$ cat src/hw/pss_pkg.sv
// shared constants and types for the protection switch status and control block
package pss_pkg;

  // register byte offsets
  localparam logic [7:0] PSS_CTRL_OFS   = 8'h00;
  localparam logic [7:0] PSS_STAT_OFS   = 8'h04;
  localparam logic [7:0] PSS_IST_OFS    = 8'h08;
  localparam logic [7:0] PSS_IMASK_OFS  = 8'h0c;
  localparam logic [7:0] PSS_CFG0_OFS   = 8'h10;
  localparam logic [7:0] PSS_CFG1_OFS   = 8'h14;
  localparam logic [7:0] PSS_CFG2_OFS   = 8'h18;

  // control register bits (write one to act)
  localparam int PSS_CTRL_SELPRI = 0;
  localparam int PSS_CTRL_SELSEC = 1;

  // status register bits
  localparam int PSS_STAT_PRIGOOD = 0;
  localparam int PSS_STAT_SECGOOD = 1;
  localparam int PSS_STAT_POS     = 2;
  localparam int PSS_STAT_REMOTE  = 3;
  localparam int PSS_STAT_CFGVAL  = 4;

  // interrupt status and mask bits
  localparam int PSS_IRQ_W        = 5;
  localparam int PSS_IRQ_OVRPRI   = 0;
  localparam int PSS_IRQ_OVRSEC   = 1;
  localparam int PSS_IRQ_PRICHG   = 2;
  localparam int PSS_IRQ_SECCHG   = 3;
  localparam int PSS_IRQ_POSCHG   = 4;

  // configuration field positions
  localparam int PSS_C0_AUTORST = 0;
  localparam int PSS_C0_SECTEST = 1;
  localparam int PSS_C0_ASITEST = 2;
  localparam int PSS_C0_GPIMODE = 4;
  localparam int PSS_C0_PGMTGT  = 6;
  localparam int PSS_C0_RSTTIME = 16;
  localparam int PSS_C1_ASITIME = 0;
  localparam int PSS_C2_MINVID  = 0;
  localparam int PSS_C2_MINAUD  = 16;

  // stream test levels
  typedef enum logic [1:0] {
    PSS_TEST_OFF    = 2'b00,
    PSS_TEST_SIMPLE = 2'b01,
    PSS_TEST_ADV    = 2'b10
  } pss_test_t;

  // override line modes
  typedef enum logic [1:0] {
    PSS_GPI_OFF     = 2'b00,
    PSS_GPI_NEGEDGE = 2'b01,
    PSS_GPI_EXTFLT  = 2'b10,
    PSS_GPI_EXTINH  = 2'b11
  } pss_gpi_t;

  // parameter set in force
  typedef struct packed {
    logic        auto_reset;
    logic        sec_test_en;
    pss_test_t   asi_test;
    pss_gpi_t    gpi_mode;
    logic [2:0]  pgm_target;  // 0 any, 1..4 program
    logic [5:0]  reset_time;  // seconds
    logic [11:0] asi_time;    // tenths of a second
    logic [13:0] min_vid;
    logic [13:0] min_aud;
  } pss_cfg_t;

  // fixed defaults, also the local values of parameters with no switch
  localparam pss_cfg_t PSS_CFG_DEFAULT = '{
    auto_reset:  1'b1,
    sec_test_en: 1'b1,
    asi_test:    PSS_TEST_SIMPLE,
    gpi_mode:    PSS_GPI_NEGEDGE,
    pgm_target:  3'h0,
    reset_time:  6'h0f,
    asi_time:    12'h014,
    min_vid:     14'h0064,
    min_aud:     14'h0014
  };

  localparam logic [1:0] PSS_RESP_OKAY   = 2'b00;
  localparam logic [1:0] PSS_RESP_SLVERR = 2'b10;

endpackage : pss_pkg

$ cat src/hw/pss_top.sv
// protection switch status relays, override lines and register slave
//
// Our own choices: the register addresses and the AXI4-Lite slave port.
`timescale 1ns/100ps
`default_nettype none
// Functional notes
// - falling edge on an override line forces switch to that line's input
// - primary relay active only while primary input is judged good
// - secondary relay active only while secondary input is judged good
// - position relay inactive on primary, active when secondary is selected
// - inactive status relay means failed, so power loss reads failed
// - in remote mode, remotely supplied values take precedence over front edge switches
// - in local mode parameters without a switch take fixed defaults
// - remote values held in own storage and in force again on return to remote mode
module pss_top
  import pss_pkg::*;
(
  input  wire logic        core_clk,
  input  wire logic        resetn,
  input  wire logic [7:0]  s_axi_awaddr,
  input  wire logic        s_axi_awvalid,
  output logic             s_axi_awready,
  input  wire logic [31:0] s_axi_wdata,
  input  wire logic [3:0]  s_axi_wstrb,
  input  wire logic        s_axi_wvalid,
  output logic             s_axi_wready,
  output logic [1:0]       s_axi_bresp,
  output logic             s_axi_bvalid,
  input  wire logic        s_axi_bready,
  input  wire logic [7:0]  s_axi_araddr,
  input  wire logic        s_axi_arvalid,
  output logic             s_axi_arready,
  output logic [31:0]      s_axi_rdata,
  output logic [1:0]       s_axi_rresp,
  output logic             s_axi_rvalid,
  input  wire logic        s_axi_rready,
  input  wire logic        force_primary_input_n,
  input  wire logic        force_secondary_input_n,
  input  wire logic        pri_judged_good,
  input  wire logic        sec_judged_good,
  input  wire logic        algo_sel_primary,
  input  wire logic        algo_sel_secondary,
  input  wire logic        remote_mode,
  input  wire logic        local_pid_switch,
  output logic             pri_status_relay,
  output logic             sec_status_relay,
  output logic             switch_pos_relay,
  output logic             sel_secondary,
  output pss_cfg_t         eff_cfg,
  output logic             irq
);

  typedef struct packed {
    logic                 aw_got;
    logic [7:0]           awaddr;
    logic                 w_got;
    logic [31:0]          wdata;
    logic [3:0]           wstrb;
    logic                 awready;
    logic                 wready;
    logic                 bvalid;
    logic [1:0]           bresp;
    logic                 arready;
    logic                 rvalid;
    logic [31:0]          rdata;
    logic [1:0]           rresp;
    logic                 sel_sec;
    logic                 pri_good;
    logic                 sec_good;
    logic [PSS_IRQ_W-1:0] ist;
    logic [PSS_IRQ_W-1:0] imask;
    logic                 irq;
    logic                 cfg_valid;
    pss_cfg_t             rcfg;
    logic                 pri_rel;
    logic                 sec_rel;
    logic                 pos_rel;
  } pss_top_st_t;

  // whole block state in one record
  pss_top_st_t q;
  pss_top_st_t d;

  // override pulses and parameter set in force
  logic     ovr_pri;
  logic     ovr_sec;
  pss_cfg_t cfg_now;

  // one pulse per falling edge on each override line
  pss_fall_det u_fd_pri (
    .core_clk (core_clk),
    .resetn   (resetn),
    .line_n   (force_primary_input_n),
    .fall     (ovr_pri)
  );

  pss_fall_det u_fd_sec (
    .core_clk (core_clk),
    .resetn   (resetn),
    .line_n   (force_secondary_input_n),
    .fall     (ovr_sec)
  );

  // parameter set in force
  pss_cfg_sel u_cfg (
    .core_clk         (core_clk),
    .resetn           (resetn),
    .remote_mode      (remote_mode),
    .remote_valid     (q.cfg_valid),
    .remote_cfg       (q.rcfg),
    .local_pid_switch (local_pid_switch),
    .eff_cfg          (cfg_now)
  );

  // register read view
  function automatic logic [31:0] reg_rd(input logic [7:0] a, input pss_top_st_t s);
    logic [31:0] v;
    v = 32'h0000_0000;
    case (a)
      PSS_STAT_OFS: begin
        v[PSS_STAT_PRIGOOD] = s.pri_good;
        v[PSS_STAT_SECGOOD] = s.sec_good;
        v[PSS_STAT_POS]     = s.sel_sec;
        v[PSS_STAT_REMOTE]  = remote_mode;
        v[PSS_STAT_CFGVAL]  = s.cfg_valid;
      end
      PSS_IST_OFS:   v[PSS_IRQ_W-1:0] = s.ist;
      PSS_IMASK_OFS: v[PSS_IRQ_W-1:0] = s.imask;
      PSS_CFG0_OFS: begin
        v[PSS_C0_AUTORST]                 = s.rcfg.auto_reset;
        v[PSS_C0_SECTEST]                 = s.rcfg.sec_test_en;
        v[PSS_C0_ASITEST +: 2]            = s.rcfg.asi_test;
        v[PSS_C0_GPIMODE +: 2]            = s.rcfg.gpi_mode;
        v[PSS_C0_PGMTGT +: 3]             = s.rcfg.pgm_target;
        v[PSS_C0_RSTTIME +: 6]            = s.rcfg.reset_time;
      end
      PSS_CFG1_OFS: v[PSS_C1_ASITIME +: 12] = s.rcfg.asi_time;
      PSS_CFG2_OFS: begin
        v[PSS_C2_MINVID +: 14] = s.rcfg.min_vid;
        v[PSS_C2_MINAUD +: 14] = s.rcfg.min_aud;
      end
      default: v = 32'h0000_0000;
    endcase
    return v;
  endfunction : reg_rd

  // mapped offsets answer okay, the rest slave error
  function automatic logic reg_hit(input logic [7:0] a);
    return (a == PSS_CTRL_OFS) || (a == PSS_STAT_OFS) || (a == PSS_IST_OFS) ||
           (a == PSS_IMASK_OFS) || (a == PSS_CFG0_OFS) || (a == PSS_CFG1_OFS) ||
           (a == PSS_CFG2_OFS);
  endfunction : reg_hit

  // write merge and command helpers
  logic [31:0] wmask;
  logic [31:0] wmerge;
  logic        wr_go;
  logic        sw_pri;
  logic        sw_sec;
  logic        new_sec;
  logic        ovr_act;

  always_comb begin
    d       = q;
    wmask   = {{8{q.wstrb[3]}}, {8{q.wstrb[2]}}, {8{q.wstrb[1]}}, {8{q.wstrb[0]}}};
    wmerge  = (reg_rd(q.awaddr, q) & ~wmask) | (q.wdata & wmask);
    wr_go   = q.aw_got && q.w_got && !q.bvalid;
    sw_pri  = 1'b0;
    sw_sec  = 1'b0;
    new_sec = q.sel_sec;
    ovr_act = (cfg_now.gpi_mode == PSS_GPI_NEGEDGE);

    // write address and data taken in either order
    if (s_axi_awvalid && q.awready) begin
      d.aw_got = 1'b1;
      d.awaddr = s_axi_awaddr;
    end
    if (s_axi_wvalid && q.wready) begin
      d.w_got = 1'b1;
      d.wdata = s_axi_wdata;
      d.wstrb = s_axi_wstrb;
    end
    if (q.bvalid && s_axi_bready) begin
      d.bvalid = 1'b0;
    end

    // interrupt status clears first so a same cycle event sets it again
    if (wr_go) begin
      d.aw_got = 1'b0;
      d.w_got  = 1'b0;
      d.bvalid = 1'b1;
      d.bresp  = reg_hit(q.awaddr) ? PSS_RESP_OKAY : PSS_RESP_SLVERR;
      case (q.awaddr)
        PSS_CTRL_OFS: begin
          sw_pri = q.wdata[PSS_CTRL_SELPRI] & q.wstrb[0];
          sw_sec = q.wdata[PSS_CTRL_SELSEC] & q.wstrb[0];
        end
        PSS_IST_OFS:   d.ist   = q.ist & ~(q.wdata[PSS_IRQ_W-1:0] & wmask[PSS_IRQ_W-1:0]);
        PSS_IMASK_OFS: d.imask = wmerge[PSS_IRQ_W-1:0];
        PSS_CFG0_OFS: begin
          d.rcfg.auto_reset  = wmerge[PSS_C0_AUTORST];
          d.rcfg.sec_test_en = wmerge[PSS_C0_SECTEST];
          d.rcfg.asi_test    = pss_test_t'(wmerge[PSS_C0_ASITEST +: 2]);
          d.rcfg.gpi_mode    = pss_gpi_t'(wmerge[PSS_C0_GPIMODE +: 2]);
          d.rcfg.pgm_target  = wmerge[PSS_C0_PGMTGT +: 3];
          d.rcfg.reset_time  = wmerge[PSS_C0_RSTTIME +: 6];
          d.cfg_valid        = 1'b1;
        end
        PSS_CFG1_OFS: begin
          d.rcfg.asi_time = wmerge[PSS_C1_ASITIME +: 12];
          d.cfg_valid     = 1'b1;
        end
        PSS_CFG2_OFS: begin
          d.rcfg.min_vid = wmerge[PSS_C2_MINVID +: 14];
          d.rcfg.min_aud = wmerge[PSS_C2_MINAUD +: 14];
          d.cfg_valid    = 1'b1;
        end
        default: begin
          // unmapped and read-only offsets change nothing
        end
      endcase
    end
    // ready again once the response is taken
    d.awready = !d.aw_got && !d.bvalid;
    d.wready  = !d.w_got && !d.bvalid;

    // read channel, one outstanding
    if (q.rvalid && s_axi_rready) begin
      d.rvalid = 1'b0;
    end
    if (s_axi_arvalid && q.arready) begin
      d.rvalid = 1'b1;
      d.rdata  = reg_rd(s_axi_araddr, q);
      d.rresp  = reg_hit(s_axi_araddr) ? PSS_RESP_OKAY : PSS_RESP_SLVERR;
    end
    d.arready = !d.rvalid;

    // switch position: override lines, then software, then algorithm
    if (ovr_act && ovr_pri) begin
      new_sec = 1'b0;
    end else if (ovr_act && ovr_sec) begin
      new_sec = 1'b1;
    end else if (sw_pri) begin
      new_sec = 1'b0;
    end else if (sw_sec) begin
      new_sec = 1'b1;
    end else if (algo_sel_primary) begin
      new_sec = 1'b0;
    end else if (algo_sel_secondary) begin
      new_sec = 1'b1;
    end
    // judged inputs registered once before the relays
    d.sel_sec  = new_sec;
    d.pri_good = pri_judged_good;
    d.sec_good = sec_judged_good;

    // status relays follow judged state; released means failed
    d.pri_rel = q.pri_good;
    d.sec_rel = q.sec_good;
    d.pos_rel = q.sel_sec;

    // sticky events
    if (ovr_act && ovr_pri) d.ist[PSS_IRQ_OVRPRI] = 1'b1;
    if (ovr_act && ovr_sec) d.ist[PSS_IRQ_OVRSEC] = 1'b1;
    if (d.pri_good != q.pri_good) d.ist[PSS_IRQ_PRICHG] = 1'b1;
    if (d.sec_good != q.sec_good) d.ist[PSS_IRQ_SECCHG] = 1'b1;
    if (new_sec != q.sel_sec) d.ist[PSS_IRQ_POSCHG] = 1'b1;
    // level interrupt, one cycle behind the status bits
    d.irq = |(q.ist & q.imask);
  end

  // state register; remote values survive until reset
  always_ff @(posedge core_clk or negedge resetn) begin
    if (!resetn) begin
      q           <= '0;
      q.awready   <= 1'b1;
      q.wready    <= 1'b1;
      q.arready   <= 1'b1;
      q.rcfg      <= PSS_CFG_DEFAULT;
    end else begin
      q <= d;
    end
  end

  // outputs straight from state
  assign s_axi_awready    = q.awready;
  assign s_axi_wready     = q.wready;
  assign s_axi_bresp      = q.bresp;
  assign s_axi_bvalid     = q.bvalid;
  assign s_axi_arready    = q.arready;
  assign s_axi_rdata      = q.rdata;
  assign s_axi_rresp      = q.rresp;
  assign s_axi_rvalid     = q.rvalid;
  assign pri_status_relay = q.pri_rel;
  assign sec_status_relay = q.sec_rel;
  assign switch_pos_relay = q.pos_rel;
  assign sel_secondary    = q.sel_sec;
  assign eff_cfg          = cfg_now;
  assign irq              = q.irq;

endmodule : pss_top
`default_nettype wire

$ cat src/hw/pss_fall_det.sv
// override line synchroniser with falling edge pulse
`timescale 1ns/100ps
`default_nettype none
module pss_fall_det
  import pss_pkg::*;
(
  input  wire logic core_clk,
  input  wire logic resetn,
  input  wire logic line_n,
  output logic      fall
);

  typedef struct packed {
    logic s1;
    logic s2;
    logic s3;
    logic fall;
  } pss_fd_st_t;

  pss_fd_st_t q;
  pss_fd_st_t d;

  // two stage sync, edge seen between second and third stage
  always_comb begin
    d      = q;
    d.s1   = line_n;
    d.s2   = q.s1;
    d.s3   = q.s2;
    d.fall = q.s3 & ~q.s2;
  end

  // idle line is high, so reset to high
  always_ff @(posedge core_clk or negedge resetn) begin
    if (!resetn) begin
      q <= '{s1: 1'b1, s2: 1'b1, s3: 1'b1, fall: 1'b0};
    end else begin
      q <= d;
    end
  end

  assign fall = q.fall;

endmodule : pss_fall_det
`default_nettype wire

$ cat src/hw/pss_cfg_sel.sv
// picks remote or local parameter set
`timescale 1ns/100ps
`default_nettype none
module pss_cfg_sel
  import pss_pkg::*;
(
  input  wire logic     core_clk,
  input  wire logic     resetn,
  input  wire logic     remote_mode,
  input  wire logic     remote_valid,
  input  wire pss_cfg_t remote_cfg,
  input  wire logic     local_pid_switch,
  output pss_cfg_t      eff_cfg
);

  typedef struct packed {
    pss_cfg_t cfg;
  } pss_cs_st_t;

  pss_cs_st_t q;
  pss_cs_st_t d;

  // remote values win in remote mode once supplied, else defaults plus the front switch
  always_comb begin
    d = q;
    if (remote_mode && remote_valid) begin
      d.cfg = remote_cfg;
    end else begin
      d.cfg          = PSS_CFG_DEFAULT;
      d.cfg.asi_test = local_pid_switch ? PSS_TEST_ADV : PSS_TEST_SIMPLE;
    end
  end

  always_ff @(posedge core_clk or negedge resetn) begin
    if (!resetn) begin
      q <= '{cfg: PSS_CFG_DEFAULT};
    end else begin
      q <= d;
    end
  end

  assign eff_cfg = q.cfg;

endmodule : pss_cfg_sel
`default_nettype wire

$ cat config.mk
export PLATFORM = sky130hd
export DESIGN_NAME = pss_top
export DESIGN_NICKNAME = d
export VERILOG_FILES = /design/src/hw/pss_pkg.sv /design/src/hw/pss_top.sv /design/src/hw/pss_fall_det.sv /design/src/hw/pss_cfg_sel.sv
export SDC_FILE = /design/constraint.sdc
export NUM_CORES = 1
export LEC_CHECK = 0
export ABC_CLOCK_PERIOD_IN_PS = 2900
export BUFFER_PORTS_ARGS = -buffer_cell sky130_fd_sc_hd__buf_2
export CAP_MARGIN = 0
export CORE_ASPECT_RATIO = 0.5
export CORE_MARGIN = 5
export CORE_UTILIZATION = 25
export DETAILED_ROUTE_END_ITERATION = 8
export MAX_ROUTING_LAYER = met4
export SLEW_MARGIN = 20
export SYNTH_ARGS = -nofsm -noshare
export SYNTH_HDL_FRONTEND = slang
export SYNTH_SLANG_ARGS = --single-unit
$ cat constraint.sdc
create_clock -name core_clk -period 2.9 [get_ports core_clk]
set_clock_uncertainty 0.05 [all_clocks]
set_input_delay 0.435 -clock core_clk [delete_from_list [all_inputs] [get_ports core_clk]]
set_output_delay 0.435 -clock core_clk [all_outputs]
set_load 0.02 [all_outputs]
==> metrics.yaml <==
leakage_uw: 0.00531
globalRoute.totalOverflow: 0
die_w_microns: 281
die_area_sq_um: 40800
grt_usage_pct: 12.7
final_common_cell: "dfrtp_1"
ys_seq_elements: 213
finalSetupViolCount: 0
worstRegToRegCells: 4
power_frac_comb_pct: 21.8
r2r_start: "q[152]"
crit_arrival_ns: 2.75
viasPerCell: 4.59
synth_cells: 775
r2r_end: "q[15]"
drive_above_1_share_pct: 40.1
holdPathEnd: "d[2]"
numPortBuffers: 157
drt-total-wl_mm: 25.7
drt-initial-drc-count: 410
ir_drop_mv: 0.278
drc: 0
cp.required_ns: 3.23
grt_max_degree: 78
wl_per_cell_microns: 18.2
dieHeight_microns: 145
cts_sinks: 213
grt_pass1_wl_mm: 40.4
crit_path_start_kind: "register"
synth_cell_types: 64
ys_warn_count: 0
cts_inserted_buffers: 23
clockBufferDepth: 3
rsz0062_at_grt: "no"
hp-class: "in -> reg"
synth.avg_cell_area_sq_um: 11.8
cts_resized: 0
powerDensity_nw_per_um2: 793
maxCapViolations: 0
synth_edf_count: 0
clk_pin_slew_worst_paths_ns: 0.06
pre_cts_ws_ns: 0.457
ant_nets: 0
fin_nets: 979
end_kind: "register"
setup_tns_ns: 0
path_class: "reg -> reg"
clockRootBuffer: "clkbuf_16"
max_freq_ghz: 0.412
p_sw_uw: 2730
finalCritPeriodShare_pct: 83.7
min_from: "pri_judged_good"
clockPowerShare_pct: 32.5
tightest_slew_ns: 0.719
core_sq_um: 36000
post-route-min-period_ns: 2.43
relSlewSlack_pct: 51.7
gp_congestion: 0.878
hold_depth: 1
path_max_fanout: 9
vias: 6486
switching_share_pct: 30.9
report.final.slew_viol_count: 0
grt_pass1_vias: 6838
synth_flop_cell: "dfrtp_1"
initial_core_util_pct: 25.4
final_cell_mix: "174 x dfrtp_1, 156 x buf_2, 96 x nand2_1"
cts_tree: "yes"
ys_seq_area_share_pct: 58.7
hold_viol_final: 0
status: "finished clean"
boundaryPins: 168
antenna_found_initial: 2
h-tree-depth: 1
seqPwrFrac_pct: 45.8
first_pass_iters: 5
timing.final.ws_setup_ns: 0.474
hpwl_mm: 19.1
clk_latency_ns: 0.50
intPower_uw: 6100
placement_rows: 49
mappedNetlistArea_sq_um: 9160
area_growth_pct: 21.5
reg2reg_slack_ns: 0.47
asyncSetResetFlopFracSynth_pct: 100
metal layers:
layer	track usage [%]	up-vias	wire length, microns
met5	-	-	0
met3	1.72	53	881
met4	5.09	0	1100
met1	15.2	3309	10600
met2	21.7	133	13200
li1	-	2991	-
power by group through the flow:
stage	Combinational, uW	Sequential (uW)	Clock, uW
floorplan	1400	3920	0
global placement	1870	4060	0
detailed placement	1920	4080	0
CTS	1940	4030	2930
global route	2100	4110	3070
finish	1920	4040	2870
flip-flops by register name (all words and copies together), names as in the netlist, 2 cells and up:
| name | count |
|---|---|
| q | 108 |
| d | 2 |
| u_fd_sec.d | 2 |
| u_fd_pri.d | 2 |
| u_cfg.eff_cfg | 55 |
| s_axi_rdata | 28 |
through the flow:
| step | total power, uW | instances | area [sq um] | hold slack (ns) | util, % |
|---|---|---|---|---|---|
| 6_report | 8830 | 1414 | 11100 | 0.0251 | 30.9 |
| 3_5_place_dp | 6000 | 1367 | 10300 | 0.304 | 28.7 |
| 4_1_cts | 8900 | 1412 | 11100 | 0.00814 | 30.9 |
| 2_1_floorplan | 5330 | 780 | 9180 | 0.0894 | - |
| 3_3_place_gp | 5930 | 1367 | 10300 | 0.303 | 28.7 |
| 5_1_grt | 9280 | 1414 | 11100 | 0.0134 | 30.9 |
worst max path at each step:
| stage | startpoint | end | slack (ns) | cells after the start |
|---|---|---|---|---|
| after floorplan | q[152] | q[69] | 0.75 | 6 |
| after global placement | q[152] | q[15] | 0.50 | 4 |
| after detailed placement | q[152] | q[15] | 0.46 | 4 |
| after CTS | q[152] | q[15] | 0.44 | 4 |
| after global routing | q[154] | q[48] | 0.32 | 5 |
| final | q[152] | q[15] | 0.47 | 4 |
worst max-delay path, stage by stage (launching register included):
cell     delay [ns]
dfrtp_1        0.48
or4b_1         0.75
nor2_4         0.38
nand2_1        0.27
mux2_1         0.37
kinds of logic after synthesis:
family	share of synthesized area, %
DFF	58.7
and+or+nand+nor	14.2
xor gates and xnor gates	0.191
other	0.0409
AOI/OAI and AO/OA	8.87
muxes	12.8
buffers and inverters	5.17
cells in the mapped netlist (all sizes together), types with 3 or more instances:
| cell type | n | share of area (%) |
|---|---|---|
| dfrtp | 174 | 48 |
| nand2 | 96 | 3.9 |
| mux2 | 89 | 11 |
| buf | 50 | 3.7 |
| and3 | 39 | 2.7 |
| dfstp | 39 | 11 |
| o21ai | 32 | 1.7 |
| nor2 | 31 | 1.4 |
| clkbuf | 29 | 1.2 |
| a21oi | 21 | 1.1 |
| mux2i | 17 | 1.9 |
| or2 | 17 | 1.2 |
| nand3 | 15 | 0.82 |
| nor3 | 15 | 0.94 |
| a22oi | 13 | 1.1 |
| a221oi | 8 | 0.76 |
| nor2b | 8 | 0.55 |
| a21o | 7 | 0.57 |
| a32oi | 6 | 0.57 |
| inv | 6 | 0.25 |
| nor4 | 5 | 0.74 |
| o31ai | 5 | 0.41 |
| nand4 | 4 | 0.34 |
| o22a | 4 | 0.38 |
| o22ai | 4 | 0.27 |
| a211oi | 3 | 0.25 |
| a22o | 3 | 0.29 |
| or4 | 3 | 0.33 |
| or4b | 3 | 0.33 |
cell type report:
cell class / count / area [sq um]
fill: 3707 / 24900
sequential: 213 / 5380
multi-input combinational: 482 / 3340
timing repair buffer: 186 / 1030
clock buffer: 37 / 698
tap: 484 / 606
clock inverter: 4 / 50.0
inverter: 6 / 22.5
antenna: 2 / 5.00
repair_timing:
item / in CTS / in global routing
setup buffers: 0 / 0
hold buffers: 4 / 0
hold endpoints to repair: 60 / 0
Power figures use the tool's default switching activity.
